**config.mk**
```make
export PLATFORM = sky130hd
export DESIGN_NAME = aqs_sequencer
export DESIGN_NICKNAME = d
export VERILOG_FILES = /design/src/aqs_pkg.sv /design/src/aqs_sar.sv /design/src/aqs_sequencer.sv
export SDC_FILE = /design/constraint.sdc
export NUM_CORES = 1
export LEC_CHECK = 0
export BUFFER_PORTS_ARGS = -buffer_cell sky130_fd_sc_hd__buf_2
export CAP_MARGIN = 5
export CORE_ASPECT_RATIO = 1.2
export CORE_MARGIN = 2
export CORE_UTILIZATION = 55
export DETAILED_ROUTE_END_ITERATION = 6
export PLACE_DENSITY = 0.83
export SYNTH_ARGS = -nofsm -noshare
export SYNTH_HDL_FRONTEND = slang
export SYNTH_HIERARCHICAL = 1
export SYNTH_SLANG_ARGS = --single-unit
```
**constraint.sdc**
```tcl
create_clock -name clock -period 2.29 [get_ports clock]
set_input_delay 0.3435 -clock clock [delete_from_list [all_inputs] [get_ports clock]]
set_output_delay 0.3435 -clock clock [all_outputs]
set_load 0.01 [all_outputs]
```
**src/aqs_pkg.sv**
```systemverilog
package aqs_pkg;
  localparam int          RESULT_BITS      = 10;
  localparam int          ADDR_BITS        = 7;
  localparam int          BYTE_BITS        = 8;
  localparam int          TX_BITS          = 16;
  localparam int          CHAN_SMALL       = 4;
  localparam int          CHAN_LARGE       = 12;
  localparam int          CLOCK_KHZ        = 125000;
  localparam int          MAX_SCL_KHZ      = 1700;
  localparam int          CONV_STEP_NS     = 64;
  localparam int          CONV_STEP_CYCLES = (CONV_STEP_NS * CLOCK_KHZ + 999999) / 1000000;
  localparam int          ACQ_HALF_INT     = 3;
  localparam int          ACQ_HALF_EXT     = 4;
  localparam logic [3:0]  ADDR_LAST_BIT    = 4'h7;
  localparam logic [3:0]  BYTE_DONE        = 4'h8;
  localparam logic [3:0]  EXT_HOLD_PULSE   = 4'h2;
  localparam int          BYTE_TYPE_BIT    = 7;
  localparam logic [6:0]  DEFAULT_ADDR     = 7'h2A;
  localparam logic [5:0]  RESULT_PAD       = 6'h3F;
  localparam logic [9:0]  SAR_FIRST        = 10'h200;
  localparam logic [3:0]  ACQ_HALF_INT_L   = 4'h3;
  localparam logic [3:0]  ACQ_HALF_EXT_L   = 4'h4;

  typedef enum {
    AQS_IDLE, AQS_ADDR, AQS_ADDR_ACK, AQS_WR_BYTE, AQS_WR_ACK,
    AQS_CONVERT, AQS_RD_BYTE, AQS_RD_ACK, AQS_IGNORE
  } aqs_state_t;

  typedef struct packed {
    logic [3:0] pos;
    logic [3:0] neg;
    logic       neg_ground;
  } aqs_mux_t;
endpackage

```
**src/aqs_sar.sv**
```systemverilog
`timescale 1ns/10ps
module aqs_sar #(
  parameter int W = aqs_pkg::RESULT_BITS
) (
  input  wire logic         clock,
  input  wire logic         sys_rst,
  input  wire logic         start,
  input  wire logic         step,
  input  wire logic         comparator_above,
  output logic [W-1:0]      trial,
  output logic [W-1:0]      result,
  output logic              done,
  output logic              busy
);
  logic [W-1:0] mask;

  // one bit resolved per step, msb first
  always_ff @(posedge clock) begin
    if (sys_rst) begin
      trial  <= '0;
      mask   <= '0;
      busy   <= 1'b0;
      done   <= 1'b0;
      result <= '0;
    end else begin
      done <= 1'b0;
      if (start) begin
        trial <= aqs_pkg::SAR_FIRST;
        mask  <= aqs_pkg::SAR_FIRST;
        busy  <= 1'b1;
      end else if (busy && step) begin
        if (mask[0]) begin
          result <= comparator_above ? trial : (trial & ~mask);
          busy   <= 1'b0;
          done   <= 1'b1;
        end else begin
          trial <= (comparator_above ? trial : (trial & ~mask)) | (mask >> 1);
        end
        mask <= mask >> 1;
      end
    end
  end
endmodule // aqs_sar

```
**src/aqs_sequencer.sv**
```systemverilog
// Functional notes
// - internal clock mode: track starts on the eighth rising scl edge of a matching address byte.
// - internal clock mode: hold starts on the falling scl edge of the address acknowledge pulse.
// - internal clock mode: conversion runs from the local clock while scl is held low by the device.
// - external clock mode: track starts on the rising scl edge of the read/write bit when it is 1.
// - external clock mode: hold starts on the second rising scl edge of the first result byte.
// - external clock mode: conversion steps on the 10 scl rising edges after hold.
// - each conversion resolves one bit per conversion clock, 10 steps to a 10-bit result.
// - acquisition lasts 1.5 scl periods internally clocked and 2 scl periods externally clocked.
// - pairing select 1 converts the chosen single input against ground.
// - pairing select 0 converts the difference of the chosen input pair.
// - the mux offers 4 channels on the small variant and 12 on the large one.
// - the top analog input doubles as reference pin according to the setup selection.
// - scl and sda are both two-way lines (scl held low by the device during internally clocked conversion), for bus rates up to 1.7 MHz.
// - a written byte with msb 1 is the setup byte, with msb 0 the configuration byte.
// - the address lsb picks direction: 0 master writes, 1 master reads.
`timescale 1ns/10ps
module aqs_sequencer #(
  parameter bit         LARGE_VARIANT = 1'b1,
  parameter logic [6:0] SLAVE_ADDR    = aqs_pkg::DEFAULT_ADDR,
  parameter int         STEP_CYCLES   = aqs_pkg::CONV_STEP_CYCLES
) (
  input  wire logic                 clock,
  input  wire logic                 sys_rst,
  input  wire logic                 scl_in,
  output logic                      scl_out,
  output logic                      scl_oe_n,
  input  wire logic                 sda_in,
  output logic                      sda_out,
  output logic                      sda_oe_n,
  input  wire logic                 ext_clock_mode,
  input  wire logic                 input_pairing_select,
  input  wire logic [3:0]           channel_select,
  input  wire logic                 reference_select,
  input  wire logic                 comparator_above,
  output logic                      track,
  output logic                      acquisition_time,
  output aqs_pkg::aqs_mux_t         mux_sel,
  output logic                      shared_input_reference_pin,
  output logic [9:0]                dac_trial,
  output logic [9:0]                result,
  output logic                      result_valid,
  output logic [7:0]                setup_byte,
  output logic                      setup_write,
  output logic [7:0]                config_byte,
  output logic                      config_write
);
  localparam logic [3:0] NUM_CH = LARGE_VARIANT ? 4'(aqs_pkg::CHAN_LARGE) : 4'(aqs_pkg::CHAN_SMALL);

  aqs_pkg::aqs_state_t state;
  logic [1:0]  scl_sync;
  logic [1:0]  sda_sync;
  logic [1:0]  cmp_sync;
  logic        scl_prev;
  logic        sda_prev;
  logic        scl_rise;
  logic        scl_fall;
  logic        bus_start;
  logic        bus_stop;
  logic [3:0]  bit_cnt;
  logic [7:0]  shift_in;
  logic        rw;
  logic        addr_hit;
  logic        sda_low;
  logic        byte_idx;
  logic [15:0] tx_shift;
  logic [15:0] tx_word;
  logic        rise8_hit;
  logic        sar_start;
  logic        sar_step;
  logic        sar_done;
  logic        sar_busy;
  logic        conv_ext;
  logic [7:0]  div_cnt;
  logic [3:0]  acq_cnt;
  logic [9:0]  sar_result;
  logic        next_track;

  // two-stage synchronisers on the pins and comparator
  always_ff @(posedge clock) begin
    if (sys_rst) begin
      scl_sync <= 2'h3;
      sda_sync <= 2'h3;
      cmp_sync <= 2'h0;
      scl_prev <= 1'b1;
      sda_prev <= 1'b1;
    end else begin
      scl_sync <= {scl_sync[0], scl_in};
      sda_sync <= {sda_sync[0], sda_in};
      cmp_sync <= {cmp_sync[0], comparator_above};
      scl_prev <= scl_sync[1];
      sda_prev <= sda_sync[1];
    end
  end

  assign scl_rise  = scl_sync[1] & ~scl_prev;
  assign scl_fall  = ~scl_sync[1] & scl_prev;
  assign bus_start = scl_sync[1] & scl_prev & sda_prev & ~sda_sync[1];
  assign bus_stop  = scl_sync[1] & scl_prev & ~sda_prev & sda_sync[1];
  assign rise8_hit = (state == aqs_pkg::AQS_ADDR) && scl_rise && (bit_cnt == aqs_pkg::ADDR_LAST_BIT)
                     && (shift_in[6:0] == SLAVE_ADDR);
  assign tx_word   = {aqs_pkg::RESULT_PAD, result};

  // open-drain drivers, enable low while pulling low
  assign sda_out  = 1'b0;
  assign sda_oe_n = ~sda_low;
  assign scl_out  = 1'b0;
  assign scl_oe_n = ~(state == aqs_pkg::AQS_CONVERT);

  // serial protocol
  always_ff @(posedge clock) begin
    if (sys_rst) begin
      state        <= aqs_pkg::AQS_IDLE;
      bit_cnt      <= 4'h0;
      shift_in     <= 8'h00;
      rw           <= 1'b0;
      addr_hit     <= 1'b0;
      sda_low      <= 1'b0;
      byte_idx     <= 1'b0;
      tx_shift     <= 16'h0000;
      setup_byte   <= 8'h00;
      config_byte  <= 8'h00;
      setup_write  <= 1'b0;
      config_write <= 1'b0;
    end else begin
      setup_write  <= 1'b0;
      config_write <= 1'b0;
      if (bus_start) begin
        state   <= aqs_pkg::AQS_ADDR;
        bit_cnt <= 4'h0;
        sda_low <= 1'b0;
      end else if (bus_stop) begin
        state   <= aqs_pkg::AQS_IDLE;
        sda_low <= 1'b0;
      end else begin
        case (state)
          aqs_pkg::AQS_ADDR: begin
            if (scl_rise) begin
              shift_in <= {shift_in[6:0], sda_sync[1]};
              bit_cnt  <= bit_cnt + 4'h1;
              if (bit_cnt == aqs_pkg::ADDR_LAST_BIT) begin
                rw       <= sda_sync[1];
                addr_hit <= shift_in[6:0] == SLAVE_ADDR;
              end
            end else if (scl_fall && bit_cnt == aqs_pkg::BYTE_DONE) begin
              sda_low <= addr_hit;
              state   <= addr_hit ? aqs_pkg::AQS_ADDR_ACK : aqs_pkg::AQS_IGNORE;
            end
          end
          aqs_pkg::AQS_ADDR_ACK: begin
            if (scl_fall) begin
              bit_cnt  <= 4'h0;
              byte_idx <= 1'b0;
              if (!rw) begin
                sda_low <= 1'b0;
                state   <= aqs_pkg::AQS_WR_BYTE;
              end else if (!ext_clock_mode) begin
                sda_low <= 1'b0;
                state   <= aqs_pkg::AQS_CONVERT;
              end else begin
                tx_shift <= tx_word;
                sda_low  <= ~tx_word[15];
                state    <= aqs_pkg::AQS_RD_BYTE;
              end
            end
          end
          aqs_pkg::AQS_WR_BYTE: begin
            if (scl_rise) begin
              shift_in <= {shift_in[6:0], sda_sync[1]};
              bit_cnt  <= bit_cnt + 4'h1;
            end else if (scl_fall && bit_cnt == aqs_pkg::BYTE_DONE) begin
              sda_low <= 1'b1;
              state   <= aqs_pkg::AQS_WR_ACK;
              if (shift_in[aqs_pkg::BYTE_TYPE_BIT]) begin
                setup_byte  <= shift_in;
                setup_write <= 1'b1;
              end else begin
                config_byte  <= shift_in;
                config_write <= 1'b1;
              end
            end
          end
          aqs_pkg::AQS_WR_ACK: begin
            if (scl_fall) begin
              sda_low <= 1'b0;
              bit_cnt <= 4'h0;
              state   <= aqs_pkg::AQS_WR_BYTE;
            end
          end
          aqs_pkg::AQS_CONVERT: begin
            if (sar_done) begin
              tx_shift <= {aqs_pkg::RESULT_PAD, sar_result};
              sda_low  <= ~aqs_pkg::RESULT_PAD[5];
              state    <= aqs_pkg::AQS_RD_BYTE;
            end
          end
          aqs_pkg::AQS_RD_BYTE: begin
            if (scl_rise) begin
              bit_cnt <= bit_cnt + 4'h1;
            end else if (scl_fall) begin
              if (bit_cnt == aqs_pkg::BYTE_DONE) begin
                sda_low <= 1'b0;
                state   <= aqs_pkg::AQS_RD_ACK;
              end else begin
                tx_shift <= tx_shift << 1;
                sda_low  <= ~tx_shift[14];
              end
            end
          end
          aqs_pkg::AQS_RD_ACK: begin
            if (scl_rise && sda_sync[1]) begin
              state <= aqs_pkg::AQS_IGNORE;
            end else if (scl_fall) begin
              bit_cnt  <= 4'h0;
              byte_idx <= ~byte_idx;
              state    <= aqs_pkg::AQS_RD_BYTE;
              if (byte_idx) begin
                tx_shift <= tx_word;
                sda_low  <= ~tx_word[15];
              end else begin
                tx_shift <= tx_shift << 1;
                sda_low  <= ~tx_shift[14];
              end
            end
          end
          aqs_pkg::AQS_IGNORE: begin
            sda_low <= 1'b0;
          end
          default: begin
            state <= aqs_pkg::AQS_IDLE;
          end
        endcase
      end
    end
  end

  // track/hold switching and conversion start
  always_comb begin
    next_track = track;
    sar_start  = 1'b0;
    if (!ext_clock_mode) begin
      if (rise8_hit)
        next_track = 1'b1;
      if (track && state == aqs_pkg::AQS_ADDR_ACK && scl_fall) begin
        next_track = 1'b0;
        sar_start  = rw;
      end
    end else begin
      if (rise8_hit && sda_sync[1])
        next_track = 1'b1;
      if (track && state == aqs_pkg::AQS_RD_BYTE && !byte_idx && scl_rise
          && bit_cnt == aqs_pkg::EXT_HOLD_PULSE - 4'h1) begin
        next_track = 1'b0;
        sar_start  = 1'b1;
      end
    end
    if (bus_stop)
      next_track = 1'b0;
  end

  always_ff @(posedge clock) begin
    if (sys_rst) begin
      track    <= 1'b0;
      conv_ext <= 1'b0;
    end else begin
      track <= next_track;
      if (sar_start)
        conv_ext <= ext_clock_mode;
    end
  end

  // acquisition window, counted in scl half periods
  always_ff @(posedge clock) begin
    if (sys_rst) begin
      acq_cnt          <= 4'h0;
      acquisition_time <= 1'b0;
    end else if (!track) begin
      acq_cnt          <= 4'h0;
      acquisition_time <= 1'b0;
    end else if (scl_rise || scl_fall) begin
      acq_cnt <= acq_cnt + 4'h1;
      if (acq_cnt + 4'h1 >= (ext_clock_mode ? aqs_pkg::ACQ_HALF_EXT_L : aqs_pkg::ACQ_HALF_INT_L))
        acquisition_time <= 1'b1;
    end
  end

  // conversion clock: local divider or scl rising edges
  always_ff @(posedge clock) begin
    if (sys_rst || sar_start || !sar_busy)
      div_cnt <= 8'h00;
    else if (div_cnt == 8'(STEP_CYCLES - 1))
      div_cnt <= 8'h00;
    else
      div_cnt <= div_cnt + 8'h01;
  end

  assign sar_step = conv_ext ? scl_rise : (div_cnt == 8'(STEP_CYCLES - 1));

  aqs_sar #(
    .W (aqs_pkg::RESULT_BITS)
  ) u_sar (
    .clock            (clock),
    .sys_rst          (sys_rst),
    .start            (sar_start),
    .step             (sar_step),
    .comparator_above (cmp_sync[1]),
    .trial            (dac_trial),
    .result           (sar_result),
    .done             (sar_done),
    .busy             (sar_busy)
  );

  always_ff @(posedge clock) begin
    if (sys_rst) begin
      result       <= 10'h000;
      result_valid <= 1'b0;
    end else begin
      result_valid <= sar_done;
      if (sar_done)
        result <= sar_result;
    end
  end

  // input mux selection
  always_ff @(posedge clock) begin
    if (sys_rst) begin
      mux_sel                    <= '0;
      shared_input_reference_pin <= 1'b0;
    end else begin
      shared_input_reference_pin <= reference_select;
      if (channel_select >= NUM_CH || (reference_select && channel_select == NUM_CH - 4'h1)) begin
        mux_sel <= '0;
        mux_sel.neg_ground <= 1'b1;
      end else if (input_pairing_select) begin
        mux_sel.pos        <= channel_select;
        mux_sel.neg        <= 4'h0;
        mux_sel.neg_ground <= 1'b1;
      end else begin
        mux_sel.pos        <= channel_select;
        mux_sel.neg        <= channel_select ^ 4'h1;
        mux_sel.neg_ground <= 1'b0;
      end
    end
  end
endmodule // aqs_sequencer

```
==> flow_summary.ini <==
[detailed_routing]
num_vias = 4801
m1WireLength_um = 5928
viasPerCell = 5.898
wl_um = 13640
drc = 0
wl_per_cell_um = 16.75
drtAntennaViolNets = 0
wl_met2_um = 6786
firstDrtPassIters = 5
dr.max_layer_used = met4
dr.first_iter.drc_count = 363
dr_wl_met3_um = 704

[synth]
synth_edf_count = 0
ys_types = 73
synth_top_area_cell = dfxtp_1
synthArstFlopShare_pct = 0
syn_area_per_cell_sq_um = 9.588
ys_seq_area_share_pct = 44.54
synthCells = 600
synthTopCellsByArea = dfxtp_1, mux2i_1, nor2_1
synth-seq-cells = 128
synth_top_area_share_pct = 44.54
ys_warn_count = 6
netlist_area_sq_mm = 0.005753
ys.flop_type = dfxtp_1

[critical_path]
worst_setup_path_start_kind = flip-flop
r2r_setup_slack_ns = 0.12
cp_max_fo = 8
required_ns = 2.58
r2r.worst_path.cells = 7
worstSetupPathType = flip-flop to flip-flop
critPathCaptureType = flip-flop
r2r_start = scl_prev
cp.arrival_ns = 2.46
r2r_end = setup_byte[6]

[clocking]
clock_latency_ns = 0.41
clock-root-buffer = clkbuf_16
cts.sinks = 128
clockBufferDepth = 2
cts_made_buffers = 17
cts_hold_buffers = 0
path_clk_slew_ns = 0.05
cts_tree = yes
htreeDepth = 4

[sta]
finalWorstSetupSlack_ns = 0.1221
final.setup.tns_ns = 0
final-setup-viol-count = 0
final_hold_viol_count = 0
final_max_slew_viol_count = 0
period_minus_slack_ns = 2.168
tightestPinTransition_ns = 0.5208
period_share_pct = 94.67
relSlewSlack_pct = 65.15
fin_hold_ws_ns = 0.1123
skew_ns = 0.005240
grt_setup_unrepaired = no
fmax_mhz = 461.3

[run_status]
status = finished, final reports clean

[worst_hold_path]
hold_end = scl_sync[0]
hold_depth = 2
worstHoldStart = scl_in
hp-class = input port to flip-flop

[floorplan]
die_width_um = 97.37
start_util_pct = 56.91
num_rows = 40
num_io_pins = 67
dieHeight_um = 116.0
coreArea_sq_mm = 0.01011
die_area_sq_mm = 0.01130

[global_route]
grt_overflow = 0
grt_max_degree = 28
grt_pass1_vias = 4610
antenna_found_initial = 0
track_usage_pct = 24.52
grt_pass1_wl_um = 22540

[pwr]
powerDensity_mw_per_mm2 = 733.7
p_total_w = 0.004992
ir_drop_mv = 0.4788
leakagePower_nw = 2.725

[cells_and_area]
n_antenna_cell = 0
area_growth_pct = 18.27
drive_above_1_share_pct = 23.98
nets = 700
multiInputGateArea_sq_mm = 0.002902
nFillCells = 791
layout.cells.non_filler = 814
ff_latch_area_sq_mm = 0.002564

[placed_design]
gp_congestion = 0.8883
dp.cells = 782
hpwl_um = 9383
port_buffers = 63
dpl_worst_slack_ns = 0.1714

[flow_run]
cap_viol_max_count = 0
-- critical path, cell delays in order (launching register included) --
cell and delay [ns]:
dfxtp_1 0.36, inv_1 0.07, ha_1 0.27, inv_1 0.15, nand4_1 0.16, or4b_1 0.72
mux2i_1 0.25, nor2_1 0.06
-- cells in the final DEF (no fill, tap or decap), drive strengths merged, types with 4 or more instances in the layout --
cell type and count:
a21o 5, or4 4, a211oi 11, a32o 18, xnor2 7, a222oi 9
nand2b 18, inv 20, nand3b 5, mux2i 33, nor3b 4, clkbuf 21
nor2b 11, and3 6, and3b 4, nand2 40, nand4 8, a21oi 45
nor3 9, and2 8, xor2 7, o21ai 18, nor2 63, dfxtp 128
or2 8, nand3 12, a311oi 6, ha 12, buf 93, clkinv 6
-- state kept, by name, summed over array words and instances, names as in the netlist, 2 cells and up --
signal	count
config_byte	7
sda_sync	2
scl_sync	2
u_sar/mask	10
u_sar/result	10
result	10
acq_cnt	4
setup_byte	8
tx_shift	15
div_cnt	8
mux_sel	9
bit_cnt	4
cmp_sync	2
shift_in	8
state	4
u_sar/trial	10
-- per-layer routing --
metal	vias up	track usage [%]
met3	25	6.212
met4	0	7.963
met1	2332	31.08
met2	144	41.38
met5	-	0
li1	2300	-
-- worst max-delay path by stage --
stage	startpoint	endpoint	slack (ns)	cells past startpoint
floorplan	state[2]	u_sar/result[1]	0.18	10
global placement	scl_sync[1]	u_sar/result[6]	0.21	9
detailed placement	scl_sync[1]	u_sar/result[9]	0.17	9
CTS	state[2]	scl_oe_n	0.04	4
global route	scl_prev	setup_byte[6]	0.0006	7
finish	scl_prev	setup_byte[6]	0.12	7
-- synth_stat cells (all sizes together) (6+ instances only) --
| cell type | number |
|---|---|
| a32o | 18 |
| a222oi | 9 |
| dfxtp | 128 |
| a211oi | 11 |
| buf | 26 |
| a21oi | 45 |
| nor3 | 9 |
| nand3 | 12 |
| nand2b | 18 |
| and2 | 8 |
| inv | 20 |
| xnor2 | 7 |
| a311oi | 6 |
| xor2 | 7 |
| nand2 | 40 |
| o21ai | 18 |
| mux2i | 33 |
| nor2 | 63 |
| nand4 | 8 |
| ha | 12 |
| nor2b | 11 |
| and3 | 6 |
| clkbuf | 12 |
| or2 | 8 |
-- timing repair --
item                       in CTS  in global routing
buffers inserted                0                  1
pin swaps                       0                  2
setup endpoints to repair       1                 34
resized for setup               1                  6
-- final cells by class --
cell class | count | share of cell area (%)
timing repair buffer | 93 | 8.312
multi-input combinational | 416 | 42.64
clock inverter | 10 | 1.324
sequential | 128 | 37.68
tap | 126 | 2.317
clock buffer | 21 | 6.620
inverter | 20 | 1.103
-- report_power, final --
group | switching, W | internal [W] | total, W
Clock | 0.000951 | 0.00151 | 0.00246
Combinational | 0.000153 | 0.000110 | 0.000263
Sequential | 0.0000244 | 0.00225 | 0.00227
-- stage by stage --
| stage | cell area [sq um] | utilization, % |
|---|---|---|
| 3_5_place_dp | 6231 | 61.63 |
| 2_1_floorplan | 5761 | - |
| 6_report | 6804 | 67.30 |
| 5_1_grt | 6804 | 67.30 |
| 4_1_cts | 6773 | 66.99 |
| 3_3_place_gp | 6231 | 61.63 |
-- cells by family after synthesis --
group	share of synthesized area, %
AND/OR/NAND/NOR	21.71
flip-flops	44.54
AO/OA/AOI/OAI	17.86
multiplexers	5.742
adder cells (fa/ha/maj)	2.610
other	0.06518
buffers and inverters	5.350
XOR/XNOR	2.131
Note: power is estimated with default switching activity, not from simulation.
